--- src/tcc_defs.svh ---
// Register offsets, field positions, edge codes, reset values and counter limits of the timer
//Contract
//RULE1 - Run mode 01 counts up each tick
//RULE2 - FFFF wraps to 0000, sets wrap flag
//RULE3 - Software clears wrap flag by writing 0
//RULE4 - Compare A match raises event A
//RULE5 - Compare B match raises event B
//RULE6 - Matches do not clear counter normally
//RULE7 - A captures on selectable trigger edge
//RULE8 - B captures on trigger A edges only
//RULE9 - Trigger B detection disables toggle output
//RULE10 - Compare/compare: toggle and event per match
//RULE11 - B capture: latch counter, raise event B
//RULE12 - Capture/capture: toggle only on edge bit
//RULE13 - Capture/capture: A edge loads B, B loads A
//RULE14 - Only trigger B enabled: B never loads
//RULE15 - Invert select 10 B only, 11 both
//RULE16 - Mode 11: restart on A match, square wave
//RULE17 - Period A+1, high width B+1 ticks
//RULE18 - Mode 10: trigger A edge clears counter
//RULE19 - Counter read does not disturb counting
//RULE20 - Mode 10: capture then clear to 0000
//RULE21 - Reverse phase capture of A, no event
//RULE22 - Mode 00 stops counter at zero
`ifndef TCC_DEFS_SVH
`define TCC_DEFS_SVH

// Byte offsets on the register bus
`define TCC_OFS_MODE     5'h00
`define TCC_OFS_CAPCTL   5'h04
`define TCC_OFS_OUTCTL   5'h08
`define TCC_OFS_PRESCL   5'h0C
`define TCC_OFS_COUNT    5'h10
`define TCC_OFS_MATCH_A  5'h14
`define TCC_OFS_MATCH_B  5'h18

// Mode control fields
`define TCC_MODE_HI      3
`define TCC_MODE_LO      2
`define TCC_EDGE_OUT_BIT 1
`define TCC_WRAP_BIT     0

// Capture control fields
`define TCC_A_CAP_BIT    0
`define TCC_REV_CAP_BIT  1
`define TCC_B_CAP_BIT    2

// Output control fields
`define TCC_OE_BIT       0
`define TCC_INV_A_BIT    1
`define TCC_LVL_CLR_BIT  2
`define TCC_LVL_SET_BIT  3
`define TCC_INV_B_BIT    4

// Prescaler fields
`define TCC_DIV_HI       1
`define TCC_DIV_LO       0
`define TCC_ESA_HI       5
`define TCC_ESA_LO       4
`define TCC_ESB_HI       7
`define TCC_ESB_LO       6

// Edge select codes
`define TCC_ES_FALL      2'h0
`define TCC_ES_RISE      2'h1
`define TCC_ES_NONE      2'h2
`define TCC_ES_BOTH      2'h3

// Counter limits and reset values
`define TCC_CNT_MAX      16'hFFFF
`define TCC_CNT_ZERO     16'h0000
`define TCC_CTL_RST      8'h00
`define TCC_PRS_RST      8'hA0
`define TCC_RD_ZERO      32'h0000_0000

`endif

--- src/tcc_pkg.sv ---
// Types shared by the capture/compare timer
package tcc_pkg;

	// Counter run modes
	typedef enum logic [1:0] {
		TCC_RUN_STOP    = 2'b00,
		TCC_RUN_FREE    = 2'b01,
		TCC_RUN_EDGE    = 2'b10,
		TCC_RUN_RESTART = 2'b11
	} tcc_run_e;

	// Counter word
	typedef logic [15:0] tcc_count_t;

endpackage

--- src/tcc_timer.sv ---
// Capture/compare timer with pulse output and Avalon-MM register slave
//
// Implementation choices: the address map and the Avalon-MM interface to the registers.
`timescale 1ns/10ps
`include "tcc_defs.svh"

module tcc_timer #(
	parameter int CNT_W = 16
) (
	input  wire logic              core_clk,
	input  wire logic              arst_n,
	input  wire logic [4:0]        avs_address,
	input  wire logic              avs_read,
	input  wire logic              avs_write,
	input  wire logic [31:0]       avs_writedata,
	output logic      [31:0]       avs_readdata,
	output logic                   avs_waitrequest,
	input  wire logic              trigger_in_a,
	input  wire logic              trigger_in_b,
	output logic                   toggle_output,
	output logic                   event_a_irq,
	output logic                   event_b_irq
);

	// Counter with two capture/compare registers and pulse output
	// Registers reached over a single-clock bus slave
	// Software registers
	logic [7:0]             timer_mode_control;       // Run mode, edge-out, wrap
	logic [7:0]             capture_compare_control;  // Capture selects
	logic [7:0]             timer_output_control;     // Output enables
	logic [7:0]             prescaler_mode_control;   // Divider and edges
	tcc_pkg::tcc_count_t    up_counter_value;         // Running count
	tcc_pkg::tcc_count_t    match_capture_a;          // Register A
	tcc_pkg::tcc_count_t    match_capture_b;          // Register B
	logic                   out_level;                // Pulse level
	logic [2:0]             div_cnt;                  // Prescale counter
	logic                   tick;                     // Count clock enable
	logic [2:0]             div_mask;                 // Divider mask
	tcc_pkg::tcc_run_e      run_mode;                 // Decoded mode

	// Synchronisers and edge history
	logic [1:0]             sync_a;                   // Trigger A stages
	logic [1:0]             sync_b;                   // Trigger B stages
	logic                   prev_a;                   // Trigger A history
	logic                   prev_b;                   // Trigger B history

	// Derived combinationally from registered state
	// Decoded events
	logic                   rise_a;
	logic                   fall_a;
	logic                   rise_b;
	logic                   fall_b;
	logic                   valid_a;                  // Valid edge on A
	logic                   valid_b;                  // Valid edge on B
	logic                   opposite_a;               // Reverse edge on A
	logic                   a_is_cap;                 // A in capture use
	logic                   b_is_cap;                 // B in capture use
	logic                   rev_cap;                  // Reverse phase select
	logic                   cap_a_evt;                // Load A from counter
	logic                   cap_b_evt;                // Load B from counter
	logic                   match_a_evt;              // A compare match
	logic                   match_b_evt;              // B compare match
	logic                   edge_clear;               // Mode 10 clear
	logic                   wrap_evt;                 // Counter wrapped
	logic                   b_detect_used;            // Trigger B edge on

	// Bus strobes
	logic                   bus_wr;                   // Accepted write
	logic                   next_waitrequest;

	// Field decode of the control registers
	// Every two-bit code is a legal mode, so the cast is safe
	assign run_mode = tcc_pkg::tcc_run_e'(timer_mode_control[`TCC_MODE_HI:`TCC_MODE_LO]);
	assign a_is_cap = capture_compare_control[`TCC_A_CAP_BIT];
	assign b_is_cap = capture_compare_control[`TCC_B_CAP_BIT];
	assign rev_cap  = capture_compare_control[`TCC_REV_CAP_BIT];

	// Request accepted once wait has dropped
	// Acts only at the edge where the master sees wait low,
	// so a held request is never applied twice
	assign bus_wr = avs_write && !avs_waitrequest;

	// One wait cycle per access, then released
	// Back-to-back requests meet wait high again first,
	// giving two clocks per access
	assign next_waitrequest = !((avs_read || avs_write) && avs_waitrequest);

	// Bus handshake flop
	// High at rest, so no request is answered early
	always_ff @(posedge core_clk or negedge arst_n) begin
		if (!arst_n) begin
			avs_waitrequest <= 1'b1;
		end else begin
			avs_waitrequest <= next_waitrequest;
		end
	end

	// Read data captured during the wait cycle
	// Registered, so the data stands while wait is low
	// Unmapped offsets read as zero
	always_ff @(posedge core_clk or negedge arst_n) begin
		if (!arst_n) begin
			avs_readdata <= `TCC_RD_ZERO;
		end else if (avs_read && avs_waitrequest) begin
			unique case (avs_address)
				`TCC_OFS_MODE:    avs_readdata <= {24'h000000, timer_mode_control};
				`TCC_OFS_CAPCTL:  avs_readdata <= {24'h000000, capture_compare_control};
				`TCC_OFS_OUTCTL:  avs_readdata <= {24'h000000, timer_output_control};
				`TCC_OFS_PRESCL:  avs_readdata <= {24'h000000, prescaler_mode_control};
				`TCC_OFS_COUNT:   avs_readdata <= {16'h0000, up_counter_value}; // RULE19
				`TCC_OFS_MATCH_A: avs_readdata <= {16'h0000, match_capture_a};
				`TCC_OFS_MATCH_B: avs_readdata <= {16'h0000, match_capture_b};
				default:          avs_readdata <= `TCC_RD_ZERO; // Unmapped reads zero
			endcase
		end
	end

	// Two-stage synchronisers for the trigger pins
	// Pins are asynchronous; only the second stage feeds logic
	// History flops reset low to match the idle pin level
	// Pin edges reach the logic two clocks after the pin moves
	always_ff @(posedge core_clk or negedge arst_n) begin
		if (!arst_n) begin
			sync_a <= 2'h0;
			sync_b <= 2'h0;
			prev_a <= 1'b0;
			prev_b <= 1'b0;
		end else begin
			sync_a <= {sync_a[0], trigger_in_a};
			sync_b <= {sync_b[0], trigger_in_b};
			prev_a <= sync_a[1];
			prev_b <= sync_b[1];
		end
	end

	// Edge strobes last one clock each
	// Pin pulses shorter than two clocks may merge
	assign rise_a = sync_a[1] && !prev_a;
	assign fall_a = !sync_a[1] && prev_a;
	assign rise_b = sync_b[1] && !prev_b;
	assign fall_b = !sync_b[1] && prev_b;

	// Valid and reverse-phase edge decode
	// Opposite edge of A feeds reverse-phase capture only
	// With both edges selected the opposite edge is any edge
	always_comb begin
		unique case (prescaler_mode_control[`TCC_ESA_HI:`TCC_ESA_LO])
			`TCC_ES_FALL: begin
				valid_a    = fall_a;
				opposite_a = rise_a;
			end
			`TCC_ES_RISE: begin
				valid_a    = rise_a;
				opposite_a = fall_a;
			end
			`TCC_ES_BOTH: begin
				valid_a    = rise_a || fall_a;
				opposite_a = rise_a || fall_a;
			end
			default: begin
				valid_a    = 1'b0;
				opposite_a = 1'b0;
			end
		endcase
		unique case (prescaler_mode_control[`TCC_ESB_HI:`TCC_ESB_LO])
			`TCC_ES_FALL: valid_b = fall_b;
			`TCC_ES_RISE: valid_b = rise_b;
			`TCC_ES_BOTH: valid_b = rise_b || fall_b;
			default:      valid_b = 1'b0;
		endcase
	end

	// Trigger B edge detection claims the output pin
	// Any edge select other than none counts as in use
	assign b_detect_used = prescaler_mode_control[`TCC_ESB_HI:`TCC_ESB_LO] != `TCC_ES_NONE; // RULE9

	// A loads from reverse A edge or from trigger B
	// Reverse phase picks the other edge of trigger A
	// Otherwise the valid edge of trigger B loads A
	assign cap_a_evt = a_is_cap && (rev_cap ? opposite_a : valid_b); // RULE7 RULE21 RULE13

	// B loads only from trigger A edges
	// Edge select none on A leaves B untouched
	assign cap_b_evt = b_is_cap && valid_a; // RULE8 RULE13 RULE14

	// Compare matches on count ticks
	// Tick qualified, so a count held by the divider matches once
	// Capture use blocks the compare of that register
	assign match_a_evt = tick && !a_is_cap && (up_counter_value == match_capture_a); // RULE4
	assign match_b_evt = tick && !b_is_cap && (up_counter_value == match_capture_b); // RULE5

	// Trigger A clears the count in mode 10
	// Needs no tick; acts on the detecting clock
	assign edge_clear = (run_mode == tcc_pkg::TCC_RUN_EDGE) && valid_a; // RULE18

	// Wrap past all-ones
	// Restart on a match at all-ones reloads zero and is no wrap
	assign wrap_evt = tick && (up_counter_value == `TCC_CNT_MAX)
		&& !(run_mode == tcc_pkg::TCC_RUN_RESTART && match_a_evt);

	// Prescaler: divide by 1, 2, 4 or 8
	// Tick when the selected low divider bits are all ones
	always_comb begin
		unique case (prescaler_mode_control[`TCC_DIV_HI:`TCC_DIV_LO])
			2'h0:    div_mask = 3'h0;
			2'h1:    div_mask = 3'h1;
			2'h2:    div_mask = 3'h3;
			default: div_mask = 3'h7;
		endcase
	end

	// Stop mode suppresses ticks entirely
	assign tick = (run_mode != tcc_pkg::TCC_RUN_STOP) && ((div_cnt & div_mask) == div_mask);

	// Prescale counter, held at zero while stopped
	// Starting from zero keeps the first tick aligned to the start
	always_ff @(posedge core_clk or negedge arst_n) begin
		if (!arst_n) begin
			div_cnt <= 3'h0;
		end else if (run_mode == tcc_pkg::TCC_RUN_STOP) begin
			div_cnt <= 3'h0;
		end else begin
			div_cnt <= div_cnt + 3'h1;
		end
	end

	// Main counter
	// Stop mode clears, so a new start counts from zero
	// Edge clear wins over a tick in the same clock
	always_ff @(posedge core_clk or negedge arst_n) begin
		if (!arst_n) begin
			up_counter_value <= `TCC_CNT_ZERO;
		end else begin
			unique case (run_mode)
				tcc_pkg::TCC_RUN_STOP: begin
					up_counter_value <= `TCC_CNT_ZERO; // RULE22
				end
				tcc_pkg::TCC_RUN_EDGE: begin
					if (edge_clear) begin
						up_counter_value <= `TCC_CNT_ZERO; // RULE20
					end else if (tick) begin
						up_counter_value <= up_counter_value + 16'h0001; // RULE2
					end
				end
				tcc_pkg::TCC_RUN_RESTART: begin
					if (match_a_evt) begin
						up_counter_value <= `TCC_CNT_ZERO; // RULE16 RULE17
					end else if (tick) begin
						up_counter_value <= up_counter_value + 16'h0001;
					end
				end
				tcc_pkg::TCC_RUN_FREE: begin
					if (tick) begin
						up_counter_value <= up_counter_value + 16'h0001; // RULE1 RULE2 RULE6
					end
				end
			endcase
		end
	end

	// Mode control and wrap flag; set beats clear
	// Writing 1 to the wrap bit leaves it as it is
	// A wrap in the clearing clock keeps the flag set
	always_ff @(posedge core_clk or negedge arst_n) begin
		if (!arst_n) begin
			timer_mode_control <= `TCC_CTL_RST;
		end else begin
			if (bus_wr && avs_address == `TCC_OFS_MODE) begin
				timer_mode_control[7:1] <= avs_writedata[7:1];
				if (!avs_writedata[`TCC_WRAP_BIT]) begin
					timer_mode_control[`TCC_WRAP_BIT] <= 1'b0; // RULE3
				end
			end
			if (wrap_evt) begin
				timer_mode_control[`TCC_WRAP_BIT] <= 1'b1; // RULE2
			end
		end
	end

	// Capture, output and prescaler control
	// Unused upper bits are not stored and read as zero
	// Writes to other offsets leave these untouched
	always_ff @(posedge core_clk or negedge arst_n) begin
		if (!arst_n) begin
			capture_compare_control <= `TCC_CTL_RST;
			timer_output_control    <= `TCC_CTL_RST;
			prescaler_mode_control  <= `TCC_PRS_RST;
		end else if (bus_wr) begin
			if (avs_address == `TCC_OFS_CAPCTL) begin
				capture_compare_control <= {5'h00, avs_writedata[2:0]};
			end
			if (avs_address == `TCC_OFS_OUTCTL) begin
				// Level set and clear are strobes, not stored
				timer_output_control <= {3'h0, avs_writedata[4], 2'h0, avs_writedata[1:0]};
			end
			if (avs_address == `TCC_OFS_PRESCL) begin
				prescaler_mode_control <= avs_writedata[7:0];
			end
		end
	end

	// Register A: capture beats software write
	// A write that meets a capture is lost
	always_ff @(posedge core_clk or negedge arst_n) begin
		if (!arst_n) begin
			match_capture_a <= `TCC_CNT_ZERO;
		end else if (cap_a_evt) begin
			match_capture_a <= up_counter_value; // RULE7
		end else if (bus_wr && avs_address == `TCC_OFS_MATCH_A) begin
			match_capture_a <= avs_writedata[15:0];
		end
	end

	// Register B: capture beats software write
	// A write that meets a capture is lost
	always_ff @(posedge core_clk or negedge arst_n) begin
		if (!arst_n) begin
			match_capture_b <= `TCC_CNT_ZERO;
		end else if (cap_b_evt) begin
			match_capture_b <= up_counter_value; // RULE8 RULE11 RULE20
		end else if (bus_wr && avs_address == `TCC_OFS_MATCH_B) begin
			match_capture_b <= avs_writedata[15:0];
		end
	end

	// Event pulses, one cycle each
	// Matches and captures share one pulse per register
	// Trigger B edges still flag event A with reverse phase on
	always_ff @(posedge core_clk or negedge arst_n) begin
		if (!arst_n) begin
			event_a_irq <= 1'b0;
			event_b_irq <= 1'b0;
		end else begin
			// Reverse-phase captures stay silent
			event_a_irq <= match_a_evt || (a_is_cap && valid_b); // RULE4 RULE10 RULE21
			event_b_irq <= match_b_evt || cap_b_evt; // RULE5 RULE10 RULE11
		end
	end

	// Output level generator
	// Software force wins over any toggle in the same clock
	// Force high beats force low when both are written
	always_ff @(posedge core_clk or negedge arst_n) begin
		if (!arst_n) begin
			out_level <= 1'b0;
		end else if (bus_wr && avs_address == `TCC_OFS_OUTCTL
			&& (avs_writedata[`TCC_LVL_SET_BIT] || avs_writedata[`TCC_LVL_CLR_BIT])) begin
			// Software forces the start level
			out_level <= avs_writedata[`TCC_LVL_SET_BIT];
		end else if (run_mode == tcc_pkg::TCC_RUN_RESTART) begin
			// Square wave: high from restart through B match
			// Period is A plus one ticks, high time B plus one
			if (match_a_evt) begin
				out_level <= 1'b1; // RULE16 RULE17
			end else if (match_b_evt) begin
				out_level <= 1'b0; // RULE17
			end
		end else begin
			// Toggle on enabled matches and optional trigger A edge
			out_level <= out_level
				^ ((match_a_evt && timer_output_control[`TCC_INV_A_BIT]) // RULE10 RULE15
				^ (match_b_evt && timer_output_control[`TCC_INV_B_BIT]) // RULE15
				^ (valid_a && timer_mode_control[`TCC_EDGE_OUT_BIT])); // RULE12
		end
	end

	// Pin driver; idle low when disabled or pin claimed
	// Registered, so the pin sees no decode glitches
	// Internal level keeps running while the pin is held low
	always_ff @(posedge core_clk or negedge arst_n) begin
		if (!arst_n) begin
			toggle_output <= 1'b0;
		end else begin
			toggle_output <= timer_output_control[`TCC_OE_BIT] && !b_detect_used && out_level; // RULE9
		end
	end

endmodule

--- config.mk ---
export PLATFORM = sky130hd
export DESIGN_NAME = tcc_timer
export DESIGN_NICKNAME = d
export VERILOG_FILES = /design/src/tcc_pkg.sv /design/src/tcc_timer.sv
export VERILOG_INCLUDE_DIRS = /design/src
export SDC_FILE = /design/constraint.sdc
export NUM_CORES = 1
export LEC_CHECK = 0
export BUFFER_PORTS_ARGS = -buffer_cell sky130_fd_sc_hd__buf_2
export CORE_ASPECT_RATIO = 0.6
export CORE_MARGIN = 5
export CORE_UTILIZATION = 50
export CTS_BUF_LIST = sky130_fd_sc_hd__clkbuf_16
export CTS_CLUSTER_SIZE = 20
export DETAILED_ROUTE_END_ITERATION = 7
export GPL_TIMING_DRIVEN = 0
export PLACE_DENSITY = 0.71
export SLEW_MARGIN = 20
export SYNTH_ARGS = -nofsm -noshare
export SYNTH_HDL_FRONTEND = slang
export SYNTH_SLANG_ARGS = --single-unit
--- constraint.sdc ---
create_clock -name core_clk -period 3.1 [get_ports core_clk]
set_clock_uncertainty 0.1 [all_clocks]
set_input_delay 0.62 -clock core_clk [delete_from_list [all_inputs] [get_ports core_clk]]
set_output_delay 0.62 -clock core_clk [all_outputs]
set_load 0.05 [all_outputs]
* Word level (Yosys, flattened, before mapping)
Index checks and enable logic that the tools add are counted.
** Word-level totals
- Register bits :: 116
- Latch bits :: 0
- Memory bits (writable) :: 0
- Memory bits (read-only) :: 0
- Input bits :: 43
- Output and inout bits :: 36
- Word-level logic and storage cells :: 127
- Memories kept :: 0
** Operators by class
- $add $sub $neg :: 2
- $mul :: 0
- Divide/modulo/power cells :: 0
- Magnitude comparators :: 0
- Equal/unequal tests :: 22
- Shifts and indexed selects :: 0
- Multiplexer cells :: 22
- Bitwise logic cells :: 4
- Reductions and logical operators :: 58
** Operators by type and width (number)
- $mux W16 :: 7
- $pmux W16 S7 :: 1
- $pmux W16 S4 :: 1
- $eq A16 B16 Y1 :: 2
- $logic_and A1 B1 Y1 :: 29
- $add A16 B1 Y16 const B :: 1
- $eq A16 B16 Y1 const B :: 1
- $eq A5 B5 Y1 const B :: 3
- $eq A2 B2 Y1 const B :: 5
- $eq A5 B4 Y1 const B :: 2
- $logic_not A1 Y1 :: 10
- $pmux W1 S3 :: 3
- $pmux W3 S3 :: 1
- $eq A2 B1 Y1 const B :: 4
- $logic_not A2 Y1 :: 4
- $mux W1 :: 8
- $reduce_and A2 Y1 :: 4
- $reduce_bool A2 Y1 :: 4
- $logic_or A1 B1 Y1 :: 6
- $eq A5 B3 Y1 const B :: 1
- $logic_not A5 Y1 :: 1
- $ne A4 B4 Y1 const B :: 1
- $add A3 B1 Y3 const B :: 1
- $and A3 B3 Y3 :: 1
- other kinds (5) :: 7

* Depth between registers and ports, before layout
Gate-level depths: netlist (run 1).
- Depth in word-level cells :: 13
- Depth in mapped cells :: 9
- Gate-level depth less buffers :: 8

* Least setup slack after synthesis (run 1)
No wires, ideal clock.
- Path type :: input-to-reg
- Start point :: input port avs_address[0]
- End point :: register timer_mode_control[2]
- Setup time :: 128 ps
- Data arrival time :: 1852 ps
- Data required time :: 2872 ps
- Slack :: 1020 ps
- Stages :: 4
- Path buffers :: 0
- Path through :: or3_1 > nor3_4 > nand2_1 > mux2_1
** On the way
- Cells in the longest elaborated chain, start to end :: 2
** Ends and longest elaborated chain
- start: declaration :: RTL line tcc_timer.sv:12 : input wire logic [4:0] avs_address,
- $logic_not A5 Y1 (no source line)
- $logic_and A1 B1 Y1 (no source line)
- end signal: assignment :: RTL line tcc_timer.sv:266 : timer_mode_control <= `TCC_CTL_RST;
- end signal: assignment :: RTL line tcc_timer.sv:269 : timer_mode_control[7:1] <= avs_writedata[7:1];
- end: declaration :: RTL line tcc_timer.sv:28 : logic [7:0] timer_mode_control;
Every way passes these cells.
A chain may end at the register's enable or synchronous reset.

* Final worst setup path (run 1)
- Start point :: input port avs_address[0]
- End point :: register avs_readdata[3]
** On the way
- Cells in the longest elaborated chain, start to end :: 2
- Elaborated cells between the ends (all ways) :: 8
- Those cells by class :: eq/ne: 6; mux: 1; reduce/logical: 1
** Ends and longest elaborated chain
- $eq A5 B5 Y1, or another cell as far along :: RTL line tcc_timer.sv:105 : unique case (avs_address)
- $pmux W16 S7 (*) :: RTL line tcc_timer.sv:105
- end signal: assignment :: RTL line tcc_timer.sv:106 : `TCC_OFS_MODE: avs_readdata <= {24'h000000, timer_mode_control};
- end signal: assignment :: RTL line tcc_timer.sv:107 : `TCC_OFS_CAPCTL: avs_readdata <= {24'h000000, capture_compare_control};
- end signal: assignment :: RTL line tcc_timer.sv:108 : `TCC_OFS_OUTCTL: avs_readdata <= {24'h000000, timer_output_control};
- end: declaration :: RTL line tcc_timer.sv:16 : output logic [31:0] avs_readdata,
Mark *: on every way between the ends. The rest lies on a longest branch, timed or not.

==> report_table.html, run 1 <==
<table>
<tr><th>Metric</th><th>Value</th></tr>
<tr><th colspan="2">Timing</th></tr>
<tr><td>Number of hold-slack violations in the final timing report</td><td>0</td></tr>
<tr><td>Peak clock frequency supported by timing</td><td>417 MHz</td></tr>
<tr><td>Worst-case hold slack</td><td>64.1 ps</td></tr>
<tr><td>Final worst path period need</td><td>2400 ps</td></tr>
<tr><td>Least setup slack across all paths after layout</td><td>702 ps</td></tr>
<tr><td>Unrepaired setup endpoints after global routing</td><td>false</td></tr>
<tr><td>Part of the cycle the worst path needs</td><td>77.4%</td></tr>
<tr><td>Number of max-slew violations in the final report</td><td>0</td></tr>
<tr><td>Remaining max-slew budget at the tightest pin</td><td>39.1%</td></tr>
<tr><td>Tightest Pin Transition</td><td>906 ps</td></tr>
<tr><td>Setup TNS after final layout</td><td>0 ps</td></tr>
<tr><td>Setup violators final</td><td>0</td></tr>
<tr><th colspan="2">Global routing</th></tr>
<tr><td>M1 GR Usage</td><td>35.6%</td></tr>
<tr><td>Vias in the first global route</td><td>4024</td></tr>
<tr><td>Met3 Resource Use GR</td><td>6.14%</td></tr>
<tr><td>Wire length of the first global-routing pass</td><td>22400 µm</td></tr>
<tr><td>Overflow after GRT</td><td>0</td></tr>
<tr><td>Initial antenna violation count</td><td>0</td></tr>
<tr><td>Met2 routing resource usage after global routing</td><td>29.7%</td></tr>
<tr><td>Global route hottest layer</td><td>met1</td></tr>
<tr><td>Aggregate global-route resource usage</td><td>22.3%</td></tr>
<tr><td>Pin count of the biggest net entering global routing</td><td>64</td></tr>
<tr><th colspan="2">Final layout</th></tr>
<tr><td>Final cell count without fillers</td><td>746</td></tr>
<tr><td>Multi-input gate area</td><td>2580 µm²</td></tr>
<tr><td>Final Core Density</td><td>58.4%</td></tr>
<tr><td>Most common library cell in the layout ignoring fill and taps</td><td>sky130_fd_sc_hd__dfrtp_1</td></tr>
<tr><td>Filler instances</td><td>922</td></tr>
<tr><td>Nets</td><td>651</td></tr>
<tr><td>Relative area change from synthesis to final layout</td><td>14.7%</td></tr>
<tr><td>Fraction of final layout cells with drive strength greater than 1</td><td>20.9%</td></tr>
<tr><td>Number of diodes added for antenna fixing</td><td>0</td></tr>
<tr><td>Final cell area excluding filler cells</td><td>6170 µm²</td></tr>
<tr><td>Total area of sequential cells</td><td>2510 µm²</td></tr>
<tr><td>Most frequent cells in the layout</td><td>97 x sky130_fd_sc_hd__dfrtp_1, 60 x sky130_fd_sc_hd__buf_2, 47 x sky130_fd_sc_hd__nor2_1</td></tr>
<tr><th colspan="2">Routing</th></tr>
<tr><td>Iteration-0 DRC count of the detailed router</td><td>432</td></tr>
<tr><td>Vias after detailed routing</td><td>4156</td></tr>
<tr><td>Drt wl/cell</td><td>19.0 µm</td></tr>
<tr><td>Pre-Repair DR Iteration Count</td><td>7</td></tr>
<tr><td>Number of antenna-violating nets in the routed design</td><td>0</td></tr>
<tr><td>DR DRC count</td><td>0</td></tr>
<tr><td>Wire length after detailed routing</td><td>14200 µm</td></tr>
<tr><td>DR vias/cell</td><td>5.57</td></tr>
<tr><th colspan="2">Pwr</th></tr>
<tr><td>Pwr/cell area</td><td>633 nW/µm²</td></tr>
<tr><td>Worst voltage drop across the vdd grid</td><td>0.353 mV</td></tr>
<tr><td>Leakage power figure</td><td>3.13 nW</td></tr>
<tr><td>Final total power</td><td>3.91 mW</td></tr>
<tr><th colspan="2">Clock tree</th></tr>
<tr><td>Depth of the CTS H-tree</td><td>3</td></tr>
<tr><td>Maximum count of clock buffers along a single path</td><td>2</td></tr>
<tr><td>Post-CTS Repair Setup Buffers</td><td>0</td></tr>
<tr><td>TritonCTS clock tree</td><td>yes</td></tr>
<tr><td>Number of gates given a new drive strength after cts</td><td>0</td></tr>
<tr><td>Clock transition time at the flip-flop clock pins of the worst setup and hold paths</td><td>70 ps</td></tr>
<tr><td>Clock latency on the worst-skew pair</td><td>350 ps</td></tr>
<tr><td>Num CTS Buffers</td><td>9</td></tr>
<tr><td>Clock Sinks</td><td>100</td></tr>
<tr><td>Root buffer selected by CTS</td><td>sky130_fd_sc_hd__clkbuf_16</td></tr>
<tr><td>Hold buffer count at cts</td><td>0</td></tr>
<tr><th colspan="2">Setup path</th></tr>
<tr><td>Critical path launch point type</td><td>primary input</td></tr>
<tr><td>End point of the critical path</td><td>avs_readdata[3]$_DFFE_PN0P_</td></tr>
<tr><td>Worst setup path class</td><td>in2reg</td></tr>
<tr><td>Launching instance or port of the critical path</td><td>avs_address[0]</td></tr>
<tr><td>Maximum fanout along the worst path</td><td>10</td></tr>
<tr><td>Startpoint of the worst-slack reg-to-reg timing path</td><td>up_counter_value[7]$_DFF_PN0_</td></tr>
<tr><td>R2r endpoint</td><td>up_counter_value[6]$_DFF_PN0_</td></tr>
<tr><td>Worst endpoint required time</td><td>3290 ps</td></tr>
<tr><td>Element type at the critical path end</td><td>flop</td></tr>
<tr><td>Worst-case reg-to-reg path depth</td><td>8</td></tr>
<tr><td>CP arrival</td><td>2590 ps</td></tr>
<tr><td>Register-to-register setup slack</td><td>710 ps</td></tr>
<tr><th colspan="2">Synthesis</th></tr>
<tr><td>Post-synthesis cell type count</td><td>51</td></tr>
<tr><td>Number of flops mapped to enable cells by yosys</td><td>0</td></tr>
<tr><td>Post-synthesis instance total</td><td>530</td></tr>
<tr><td>Portion of the post-synthesis area used by sequential elements</td><td>46.6%</td></tr>
<tr><td>Async set-reset flop share out of synthesis</td><td>100%</td></tr>
<tr><td>Synth warn</td><td>0</td></tr>
<tr><td>Top flip-flop cell by instance count after synthesis</td><td>sky130_fd_sc_hd__dfrtp_1</td></tr>
<tr><td>Netlist Area Pre-Place</td><td>5380 µm²</td></tr>
<tr><td>Total of flip-flops plus latches after synthesis</td><td>100</td></tr>
<tr><td>Synthesized area per cell</td><td>10.2 µm²</td></tr>
<tr><th colspan="2">Placed design</th></tr>
<tr><td>Gp weighted congestion</td><td>0.893</td></tr>
<tr><td>Total placed instance area</td><td>5870 µm²</td></tr>
<tr><td>Port Buffer Count</td><td>45</td></tr>
<tr><td>Pre-CTS setup slack</td><td>423 ps</td></tr>
<tr><td>Post-detail-place hpwl</td><td>10600 µm</td></tr>
<tr><td>Cell count after placement</td><td>730</td></tr>
<tr><th colspan="2">Floorplanning</th></tr>
<tr><td>Die Span X</td><td>144 µm</td></tr>
<tr><td>Site Rows</td><td>29</td></tr>
<tr><td>Floorplan Core Area</td><td>10600 µm²</td></tr>
<tr><td>Die Ht</td><td>90.4 µm</td></tr>
<tr><td>Number of top-level pins</td><td>79</td></tr>
<tr><td>Die area</td><td>13000 µm²</td></tr>
<tr><td>Initial Util</td><td>51.0%</td></tr>
<tr><th colspan="2">Min path</th></tr>
<tr><td>Worst min path class</td><td>in2async</td></tr>
<tr><th colspan="2">Outcome</th></tr>
<tr><td>Outcome</td><td>completed</td></tr>
<tr><th colspan="2">Job</th></tr>
<tr><td>Max-cap violations</td><td>0</td></tr>
</table>
-- flip-flops by register name (all words and copies together) (netlist names) --
signal,count
avs_readdata,16
match_capture_a,16
match_capture_b,16
up_counter_value,16
prescaler_mode_control,8
timer_mode_control,8
capture_compare_control,3
div_cnt,3
timer_output_control,3
sync_a,2
sync_b,2
avs_waitrequest,1
event_a_irq,1
event_b_irq,1
out_level,1
prev_a,1
prev_b,1
toggle_output,1
-- power breakdown --
part / switching [mW] / internal, mW / total, mW
clock: 0.510 / 0.629 / 1.14
sequential: 0.291 / 1.59 / 1.88
combinational: 0.489 / 0.399 / 0.887
total: 1.29 / 2.62 / 3.91
-- cells in the mapped netlist (all sizes together) (3+ instances only) --
library cell	count	area (µm²)
a21o	5	37.5
xnor2	12	105
nor2b	3	18.8
dfrtp	97	2430
mux2i	39	390
a21oi	31	155
ha	6	75.1
nor2	47	176
a221oi	3	26.3
o21ai	37	185
clkbuf	13	48.8
nand2b	3	18.8
xor2	36	315
a222oi	5	50.1
a22o	8	70.1
nand3	9	45.0
nand4	8	50.1
nor4	7	50.1
nand2	46	178
a22oi	6	45.0
buf	37	249
inv	14	52.6
mux2	19	214
dfstp	3	78.8
and3	3	18.8
nor3	10	77.6
-- cell families after synthesis --
kind of cell	after synthesis	synth area share [%]
other cells	1	0.0697
fa+ha+maj	6	1.39
compound gates	105	12.4
buf+inv	64	6.51
simple gates	147	13.6
xor+xnor	49	8.23
flops	100	46.6
mux	58	11.2
-- worst min-delay path by stage --
stage	to	slack, ps	cells after the start
global route	toggle_output$_DFF_PN0_	90	1
floorplan	avs_readdata[0]$_DFFE_PN0P_	220	0
finish	toggle_output$_DFF_PN0_	60	1
CTS	toggle_output$_DFF_PN0_	70	1
detailed placement	sync_a[1]$_DFF_PN0_	240	0
global placement	sync_a[1]$_DFF_PN0_	230	0
-- per-layer routing --
layer  vias to the layer above  routed length (µm)  share of wire (%)
met5                         -                   0                  0
met4                         0                 154                1.1
met3                        16                1450                 10
met2                       162                5770                 41
met1                      2019                6800                 48
li1                       1959                   -                  -
-- cell type report --
cell class                 count  share of cell area (%)
tap                          139                    2.82
multi-input combinational    381                    41.8
clock inverter                 7                    1.22
timing repair buffer          46                    4.20
sequential                   100                    40.6
buffer                        50                    4.83
clock buffer                   9                    3.65
inverter                      14                   0.852
-- critical path, stage by stage --
cell and delay (ps):
sky130_fd_sc_hd__buf_2 110, sky130_fd_sc_hd__or3_1 420, sky130_fd_sc_hd__nor2_1 550, sky130_fd_sc_hd__buf_2 370
sky130_fd_sc_hd__a222oi_1 120, sky130_fd_sc_hd__a21oi_1 270, sky130_fd_sc_hd__a21o_1 120
Note: power is estimated with default switching activity, not from simulation.
==> run 2: changes to the inputs <==
- ABC_AREA: not set -> 1
- clock period: 3.1 -> 2.4 ns (I/O delays scaled with it)
==> report_table.html, run 2 <==
<table>
<tr><th>Metric</th><th>Value</th></tr>
<tr><th colspan="2">Final layout</th></tr>
<tr><td>Final Core Density</td><td>59.7%</td></tr>
<tr><td>Most common library cell in the layout ignoring fill and taps</td><td>sky130_fd_sc_hd__nand2_1</td></tr>
<tr><td>Number of diodes added for antenna fixing</td><td>0</td></tr>
<tr><td>Nets</td><td>817</td></tr>
<tr><td>Fraction of final layout cells with drive strength greater than 1</td><td>17.3%</td></tr>
<tr><td>Filler instances</td><td>952</td></tr>
<tr><td>Most frequent cells in the layout</td><td>175 x sky130_fd_sc_hd__nand2_1, 96 x sky130_fd_sc_hd__dfrtp_1, 82 x sky130_fd_sc_hd__inv_1</td></tr>
<tr><td>Relative area change from synthesis to final layout</td><td>15.2%</td></tr>
<tr><th colspan="2">Synthesis</th></tr>
<tr><td>Top flip-flop cell by instance count after synthesis</td><td>sky130_fd_sc_hd__dfrtp_1</td></tr>
<tr><td>Cell types with the largest area share after synthesis</td><td>sky130_fd_sc_hd__dfrtp_1 44%, sky130_fd_sc_hd__nand2_1 12%, sky130_fd_sc_hd__o221ai_1 6.2%</td></tr>
<tr><td>Area fraction of the dominant cell type after synthesis</td><td>43.9%</td></tr>
<tr><td>Synthesized area per cell</td><td>7.97 µm²</td></tr>
<tr><td>Number of flops mapped to enable cells by yosys</td><td>0</td></tr>
<tr><td>Most common library cells after synthesis</td><td>176 x sky130_fd_sc_hd__nand2_1, 97 x sky130_fd_sc_hd__dfrtp_1, 82 x sky130_fd_sc_hd__inv_1</td></tr>
<tr><td>Synth warn</td><td>0</td></tr>
<tr><td>Total of flip-flops plus latches after synthesis</td><td>100</td></tr>
<tr><td>Async set-reset flop share out of synthesis</td><td>100%</td></tr>
<tr><td>Portion of the post-synthesis area used by sequential elements</td><td>45.3%</td></tr>
<tr><td>Post-synthesis cell type count</td><td>44</td></tr>
<tr><td>Post-synthesis instance total</td><td>694</td></tr>
<tr><td>Top-count cell post-synth</td><td>sky130_fd_sc_hd__nand2_1</td></tr>
<tr><td>Netlist Area Pre-Place</td><td>5530 µm²</td></tr>
<tr><td>Post-synthesis cell type with the largest combined area</td><td>sky130_fd_sc_hd__dfrtp_1</td></tr>
<tr><th colspan="2">Setup path</th></tr>
<tr><td>Top cell family by delay on the critical path</td><td>simple AND/OR/NAND/NOR gates</td></tr>
<tr><td>Cell Chain, Critical Path</td><td>inv_1 &gt; ha_1 &gt; nor2_1 &gt; nand2_1 &gt; nand3_1 &gt; nand2_2 &gt; o21ai_2 &gt; clkbuf_4 &gt; o221ai_1</td></tr>
<tr><td>CP arrival</td><td>2350 ps</td></tr>
<tr><td>Worst endpoint required time</td><td>2510 ps</td></tr>
<tr><td>Worst setup path class</td><td>reg2reg</td></tr>
<tr><td>CP max stage cell</td><td>sky130_fd_sc_hd__dfrtp_1</td></tr>
<tr><td>Crit path buffers/inverters</td><td>2</td></tr>
<tr><td>Maximum fanout along the worst path</td><td>10</td></tr>
<tr><td>Largest stage delay on the critical path</td><td>380 ps</td></tr>
<tr><td>Element type at the critical path end</td><td>flop</td></tr>
<tr><td>Critical path launch point type</td><td>flop</td></tr>
<tr><th colspan="2">Timing</th></tr>
<tr><td>Number of hold-slack violations in the final timing report</td><td>0</td></tr>
<tr><td>Number of max-slew violations in the final report</td><td>0</td></tr>
<tr><td>Tightest Pin Transition</td><td>667 ps</td></tr>
<tr><td>Final worst path period need</td><td>2240 ps</td></tr>
<tr><td>Part of the cycle the worst path needs</td><td>93.4%</td></tr>
<tr><td>Peak clock frequency supported by timing</td><td>446 MHz</td></tr>
<tr><td>Remaining max-slew budget at the tightest pin</td><td>55.5%</td></tr>
<tr><td>Unrepaired setup endpoints after global routing</td><td>false</td></tr>
<tr><td>Setup violators final</td><td>0</td></tr>
<tr><th colspan="2">Routing</th></tr>
<tr><td>Vias after detailed routing</td><td>5264</td></tr>
<tr><td>Iteration-0 DRC count of the detailed router</td><td>628</td></tr>
<tr><td>Wire length after detailed routing</td><td>17200 µm</td></tr>
<tr><td>Pre-Repair DR Iteration Count</td><td>5</td></tr>
<tr><td>Drt wl/cell</td><td>18.9 µm</td></tr>
<tr><td>DR vias/cell</td><td>5.77</td></tr>
<tr><td>Number of antenna-violating nets in the routed design</td><td>0</td></tr>
<tr><td>DR DRC count</td><td>0</td></tr>
<tr><th colspan="2">Clock tree</th></tr>
<tr><td>Clock Sinks</td><td>100</td></tr>
<tr><td>Clock transition time at the flip-flop clock pins of the worst setup and hold paths</td><td>80 ps</td></tr>
<tr><td>Depth of the CTS H-tree</td><td>3</td></tr>
<tr><td>Post-CTS Repair Setup Buffers</td><td>0</td></tr>
<tr><td>Root buffer selected by CTS</td><td>sky130_fd_sc_hd__clkbuf_16</td></tr>
<tr><td>Clock latency on the worst-skew pair</td><td>350 ps</td></tr>
<tr><td>Maximum count of clock buffers along a single path</td><td>2</td></tr>
<tr><td>Num CTS Buffers</td><td>9</td></tr>
<tr><td>TritonCTS clock tree</td><td>yes</td></tr>
<tr><th colspan="2">Floorplanning</th></tr>
<tr><td>Initial Util</td><td>51.8%</td></tr>
<tr><td>Floorplan Core Area</td><td>10700 µm²</td></tr>
<tr><td>Site Rows</td><td>29</td></tr>
<tr><td>Die Span X</td><td>146 µm</td></tr>
<tr><td>Die Ht</td><td>91.4 µm</td></tr>
<tr><td>Number of top-level pins</td><td>79</td></tr>
<tr><td>Die area</td><td>13300 µm²</td></tr>
<tr><th colspan="2">Global routing</th></tr>
<tr><td>Initial antenna violation count</td><td>0</td></tr>
<tr><td>Pin count of the biggest net entering global routing</td><td>67</td></tr>
<tr><td>Overflow after GRT</td><td>0</td></tr>
<tr><td>Aggregate global-route resource usage</td><td>25.8%</td></tr>
<tr><td>Vias in the first global route</td><td>4944</td></tr>
<tr><td>Wire length of the first global-routing pass</td><td>27000 µm</td></tr>
<tr><th colspan="2">Job</th></tr>
<tr><td>Max-cap violations</td><td>0</td></tr>
<tr><th colspan="2">Pwr</th></tr>
<tr><td>Final total power</td><td>5.50 mW</td></tr>
<tr><td>Net switching power</td><td>2.08 mW</td></tr>
<tr><td>Fraction of power consumed by sequential logic</td><td>41.2%</td></tr>
<tr><td>Pwr/cell area</td><td>864 nW/µm²</td></tr>
<tr><td>Cell-internal power</td><td>3.42 mW</td></tr>
<tr><td>Combinational Power Share</td><td>31.0%</td></tr>
<tr><td>Leakage power figure</td><td>3.05 nW</td></tr>
<tr><td>Net switching share of the total power</td><td>37.8%</td></tr>
<tr><td>Clock Power Share</td><td>27.8%</td></tr>
<tr><td>Worst voltage drop across the vdd grid</td><td>0.386 mV</td></tr>
<tr><th colspan="2">Placed design</th></tr>
<tr><td>Gp weighted congestion</td><td>0.974</td></tr>
<tr><td>Post-detail-place hpwl</td><td>12800 µm</td></tr>
<tr><td>Port Buffer Count</td><td>46</td></tr>
<tr><th colspan="2">Outcome</th></tr>
<tr><td>Outcome</td><td>completed</td></tr>
<tr><th colspan="2">Min path</th></tr>
<tr><td>Worst min path class</td><td>in2reg</td></tr>
</table>
==> run 2: cell families (layout without fill, tap and decap cells) <==
family | after synthesis | after routing | synth area share, %
XOR/XNOR | 11 | 11 | 1.74
AO/OA/AOI/OAI | 130 | 130 | 15.6
buffers and inverters | 132 | 196 | 10.5
flip-flops | 100 | 100 | 45.3
other | 1 | 16 | 0.0678
adder cells (fa/ha/maj) | 6 | 6 | 1.36
AND/OR/NAND/NOR | 314 | 314 | 25.4
==> run 2: power by group through the flow <==
stage	Sequential, mW	Clock [mW]	Combinational [mW]
global route	2.31	1.62	1.87
global placement	2.27	0	1.59
floorplan	2.33	0	1.11
CTS	2.26	1.54	1.66
detailed placement	2.29	0	1.65
finish	2.27	1.53	1.70
==> run 2: worst register-to-register path, delay by kind of cell (launching register included) <==
| family | cells | cell delay (ps) |
|---|---|---|
| AND/OR/NAND/NOR | 4 | 620 |
| adder cells (fa/ha/maj) | 1 | 280 |
| flip-flops | 1 | 380 |
| buffers and inverters | 2 | 370 |
| AO/OA/AOI/OAI | 2 | 340 |
==> run 2: path summary, 6_finish.rpt <==
| kind | start | slack [ps] | end | cells past startpoint |
|---|---|---|---|---|
| worst max-delay path | sync_a[1]$_DFF_PN0_ | 160 | match_capture_b[8]$_DFFE_PN0P_ | 9 |
| worst min-delay path | trigger_in_a | 130 | sync_a[0]$_DFF_PN0_ | 1 |
| worst max register to register | sync_a[1]$_DFF_PN0_ | 160 | match_capture_b[8]$_DFFE_PN0P_ | 9 |
| worst min register to register | sync_b[0]$_DFF_PN0_ | 260 | sync_b[1]$_DFF_PN0_ | 0 |
| max in group asynchronous | arst_n | 1050 | up_counter_value[9]$_DFF_PN0_ | 3 |
| min in group asynchronous | arst_n | 480 | sync_a[0]$_DFF_PN0_ | 2 |
==> run 2: layout make-up <==
| class | count | area (µm²) | share of cell area, % |
|---|---|---|---|
| timing repair buffer | 48 | 274 | 4.30 |
| multi-input combinational | 477 | 2520 | 39.6 |
| clock buffer | 9 | 225 | 3.54 |
| buffer | 38 | 226 | 3.56 |
| clock inverter | 7 | 82.6 | 1.30 |
| sequential | 100 | 2510 | 39.4 |
| inverter | 94 | 358 | 5.62 |
| tap | 139 | 174 | 2.73 |
==> run 2: through the flow <==
stage	area (µm²)	std cells	setup WS, ps	setup TNS [ps]	hold slack (ps)
after floorplan	5580	709	486	0	84.4
after global placement	5990	894	-322	-31360	234
after detailed placement	6020	895	-197	-1820	244
after CTS	6340	912	82.9	0	122
after global routing	6370	912	16.0	0	125
final	6370	912	159	0	127
==> run 2: metal layers <==
metal / part of all wire [%] / track usage (%) / up-vias / routed length (µm)
li1: - / - / 2427 / -
met1: 46 / 39.9 / 2459 / 7890
met2: 40 / 34.5 / 353 / 6830
met3: 13 / 8.66 / 25 / 2200
met4: 1.6 / 5.43 / 0 / 271
met5: 0 / 0 / - / 0
==> run 2: what timing repair did <==
action | 4_1_cts | 5_1_grt
hold endpoints to repair | 32 | 0
endpoints found under the setup margin | 10 | 28
hold buffers | 1 | 0
resized for setup | 1 | 12
==> run 3: changes to the inputs <==
- CTS_BUF_LIST: sky130_fd_sc_hd__clkbuf_16 -> sky130_fd_sc_hd__clkbuf_2 sky130_fd_sc_hd__clkbuf_4 sky130_fd_sc_hd__clkbuf_8
==> report_table.html, run 3 (synthesis results as in run 2) <==
<table>
<tr><th>Metric</th><th>Value</th></tr>
<tr><th colspan="2">Final layout</th></tr>
<tr><td>Filler instances</td><td>954</td></tr>
<tr><td>Number of diodes added for antenna fixing</td><td>0</td></tr>
<tr><td>Final cell area excluding filler cells</td><td>6280 µm²</td></tr>
<tr><td>Relative area change from synthesis to final layout</td><td>13.5%</td></tr>
<tr><td>Total area of sequential cells</td><td>2510 µm²</td></tr>
<tr><td>Multi-input gate area</td><td>2520 µm²</td></tr>
<tr><td>Fraction of final layout cells with drive strength greater than 1</td><td>17.5%</td></tr>
<tr><td>Nets</td><td>817</td></tr>
<tr><td>Most common library cell in the layout ignoring fill and taps</td><td>sky130_fd_sc_hd__nand2_1</td></tr>
<tr><td>Most frequent cells in the layout</td><td>175 x sky130_fd_sc_hd__nand2_1, 95 x sky130_fd_sc_hd__dfrtp_1, 82 x sky130_fd_sc_hd__inv_1</td></tr>
<tr><th colspan="2">Floorplanning</th></tr>
<tr><td>Die area</td><td>13300 µm²</td></tr>
<tr><td>Die Span X</td><td>146 µm</td></tr>
<tr><td>Number of top-level pins</td><td>79</td></tr>
<tr><td>Site Rows</td><td>29</td></tr>
<tr><td>Die Ht</td><td>91.4 µm</td></tr>
<tr><td>Initial Util</td><td>51.8%</td></tr>
<tr><td>Floorplan Core Area</td><td>10700 µm²</td></tr>
<tr><th colspan="2">Pwr</th></tr>
<tr><td>Leakage power figure</td><td>3.01 nW</td></tr>
<tr><td>Final total power</td><td>5.18 mW</td></tr>
<tr><td>Worst voltage drop across the vdd grid</td><td>0.380 mV</td></tr>
<tr><td>Pwr/cell area</td><td>826 nW/µm²</td></tr>
<tr><th colspan="2">Clock tree</th></tr>
<tr><td>Root buffer selected by CTS</td><td>sky130_fd_sc_hd__clkbuf_8</td></tr>
<tr><td>TritonCTS clock tree</td><td>yes</td></tr>
<tr><td>Depth of the CTS H-tree</td><td>3</td></tr>
<tr><td>Maximum count of clock buffers along a single path</td><td>2</td></tr>
<tr><td>Clock latency on the worst-skew pair</td><td>400 ps</td></tr>
<tr><td>Clock transition time at the flip-flop clock pins of the worst setup and hold paths</td><td>120 ps</td></tr>
<tr><td>Num CTS Buffers</td><td>9</td></tr>
<tr><td>Clock Sinks</td><td>100</td></tr>
<tr><th colspan="2">Global routing</th></tr>
<tr><td>Pin count of the biggest net entering global routing</td><td>67</td></tr>
<tr><td>Aggregate global-route resource usage</td><td>25.6%</td></tr>
<tr><td>Vias in the first global route</td><td>4912</td></tr>
<tr><td>Initial antenna violation count</td><td>0</td></tr>
<tr><td>Wire length of the first global-routing pass</td><td>26900 µm</td></tr>
<tr><td>Overflow after GRT</td><td>0</td></tr>
<tr><th colspan="2">Placed design</th></tr>
<tr><td>Total placed instance area</td><td>6020 µm²</td></tr>
<tr><td>Pre-CTS setup slack</td><td>-197 ps</td></tr>
<tr><td>Port Buffer Count</td><td>46</td></tr>
<tr><td>Post-detail-place hpwl</td><td>12800 µm</td></tr>
<tr><td>Gp weighted congestion</td><td>0.974</td></tr>
<tr><th colspan="2">Outcome</th></tr>
<tr><td>Outcome</td><td>completed</td></tr>
<tr><th colspan="2">Timing</th></tr>
<tr><td>Worst-case hold slack</td><td>77.9 ps</td></tr>
<tr><td>Part of the cycle the worst path needs</td><td>92.2%</td></tr>
<tr><td>Remaining max-slew budget at the tightest pin</td><td>55.0%</td></tr>
<tr><td>Tightest Pin Transition</td><td>674 ps</td></tr>
<tr><td>Peak clock frequency supported by timing</td><td>452 MHz</td></tr>
<tr><td>Least setup slack across all paths after layout</td><td>188 ps</td></tr>
<tr><td>Unrepaired setup endpoints after global routing</td><td>false</td></tr>
<tr><td>Number of max-slew violations in the final report</td><td>0</td></tr>
<tr><td>Number of hold-slack violations in the final timing report</td><td>0</td></tr>
<tr><td>Final worst path period need</td><td>2210 ps</td></tr>
<tr><td>Setup violators final</td><td>0</td></tr>
<tr><th colspan="2">Setup path</th></tr>
<tr><td>Worst setup path class</td><td>reg2reg</td></tr>
<tr><td>Worst endpoint required time</td><td>2560 ps</td></tr>
<tr><td>Maximum fanout along the worst path</td><td>10</td></tr>
<tr><td>CP arrival</td><td>2370 ps</td></tr>
<tr><td>Element type at the critical path end</td><td>flop</td></tr>
<tr><td>Critical path launch point type</td><td>flop</td></tr>
<tr><th colspan="2">Routing</th></tr>
<tr><td>Drt wl/cell</td><td>18.8 µm</td></tr>
<tr><td>Wire length after detailed routing</td><td>17200 µm</td></tr>
<tr><td>Iteration-0 DRC count of the detailed router</td><td>700</td></tr>
<tr><td>DR DRC count</td><td>0</td></tr>
<tr><td>Vias after detailed routing</td><td>5297</td></tr>
<tr><td>Pre-Repair DR Iteration Count</td><td>6</td></tr>
<tr><td>DR vias/cell</td><td>5.81</td></tr>
<tr><td>Number of antenna-violating nets in the routed design</td><td>0</td></tr>
<tr><th colspan="2">Job</th></tr>
<tr><td>Max-cap violations</td><td>0</td></tr>
<tr><th colspan="2">Min path</th></tr>
<tr><td>Worst min path class</td><td>in2reg</td></tr>
</table>
==> run 3: changes by cell type in the layout (fill, tap and decap cells not counted) <==
cell / previous run / this run
sky130_fd_sc_hd__clkbuf_16: 9 / 0
sky130_fd_sc_hd__nor2_1: 47 / 48
sky130_fd_sc_hd__clkbuf_8: 0 / 10
sky130_fd_sc_hd__dfrtp_1: 96 / 95
sky130_fd_sc_hd__clkinv_1: 3 / 2
sky130_fd_sc_hd__dfrtp_2: 1 / 2
sky130_fd_sc_hd__nor2_2: 6 / 5
==> run 3: final timing paths <==
check | startpoint | end | slack (ps) | depth (start not counted)
hold / removal | trigger_in_a | sync_a[0]$_DFF_PN0_ | 80 | 1
max in group asynchronous | arst_n | up_counter_value[5]$_DFF_PN0_ | 1090 | 3
setup / recovery | sync_a[1]$_DFF_PN0_ | match_capture_b[8]$_DFFE_PN0P_ | 190 | 9
setup reg to reg | sync_a[1]$_DFF_PN0_ | match_capture_b[8]$_DFFE_PN0P_ | 190 | 9
min in group asynchronous | arst_n | sync_a[0]$_DFF_PN0_ | 430 | 2
hold reg to reg | sync_b[0]$_DFF_PN0_ | sync_b[1]$_DFF_PN0_ | 270 | 0
==> run 3: worst max-delay path, stage by stage (launching register included) <==
cell and delay [ps]:
sky130_fd_sc_hd__dfrtp_1 400, sky130_fd_sc_hd__inv_1 50, sky130_fd_sc_hd__ha_1 280, sky130_fd_sc_hd__nor2_1 100
sky130_fd_sc_hd__nand2_1 70, sky130_fd_sc_hd__nand3_1 230, sky130_fd_sc_hd__nand2_2 180, sky130_fd_sc_hd__o21ai_2 190
sky130_fd_sc_hd__clkbuf_4 320, sky130_fd_sc_hd__o221ai_1 140
==> run 3: layout make-up <==
| class | instances | area share [%] |
|---|---|---|
| Multi-Input combinational cell | 477 | 40.1 |
| Buffer | 38 | 3.61 |
| Inverter | 94 | 5.70 |
| Timing Repair Buffer | 48 | 4.37 |
| Clock buffer | 10 | 2.19 |
| Sequential cell | 100 | 40.0 |
| Tap cell | 139 | 2.77 |
| Clock inverter | 6 | 1.26 |
==> run 3: per-stage QoR <==
step | setup TNS, ps | cells | util [%]
after floorplan | 0 | 709 | -
after global placement | -31360 | 894 | 56.1
after detailed placement | -1820 | 895 | 56.5
after CTS | 0 | 912 | 58.6
after global routing | 0 | 912 | 58.8
final | 0 | 912 | 58.8
==> run 3: timing repair <==
item,CTS,global route
buffers inserted,0,0
resized for setup,1,12
setup endpoints to repair,10,28
pin swaps,0,0
hold endpoints to repair,32,0
hold buffers,1,0
==> run 3: power breakdown <==
group | switching [mW] | total [mW] | internal [mW]
clock | 0.676 | 1.21 | 0.533
sequential | 0.219 | 2.26 | 2.05
combinational | 1.16 | 1.71 | 0.547
total | 2.05 | 5.18 | 3.13
==> run 3: layer usage <==
metal	vias to the layer above	global-route usage [%]	part of all wire, %
li1	2422	-	-
met1	2494	39.8	46
met2	344	34.2	39
met3	37	7.81	13
met4	0	6.21	1.6
met5	-	0	0
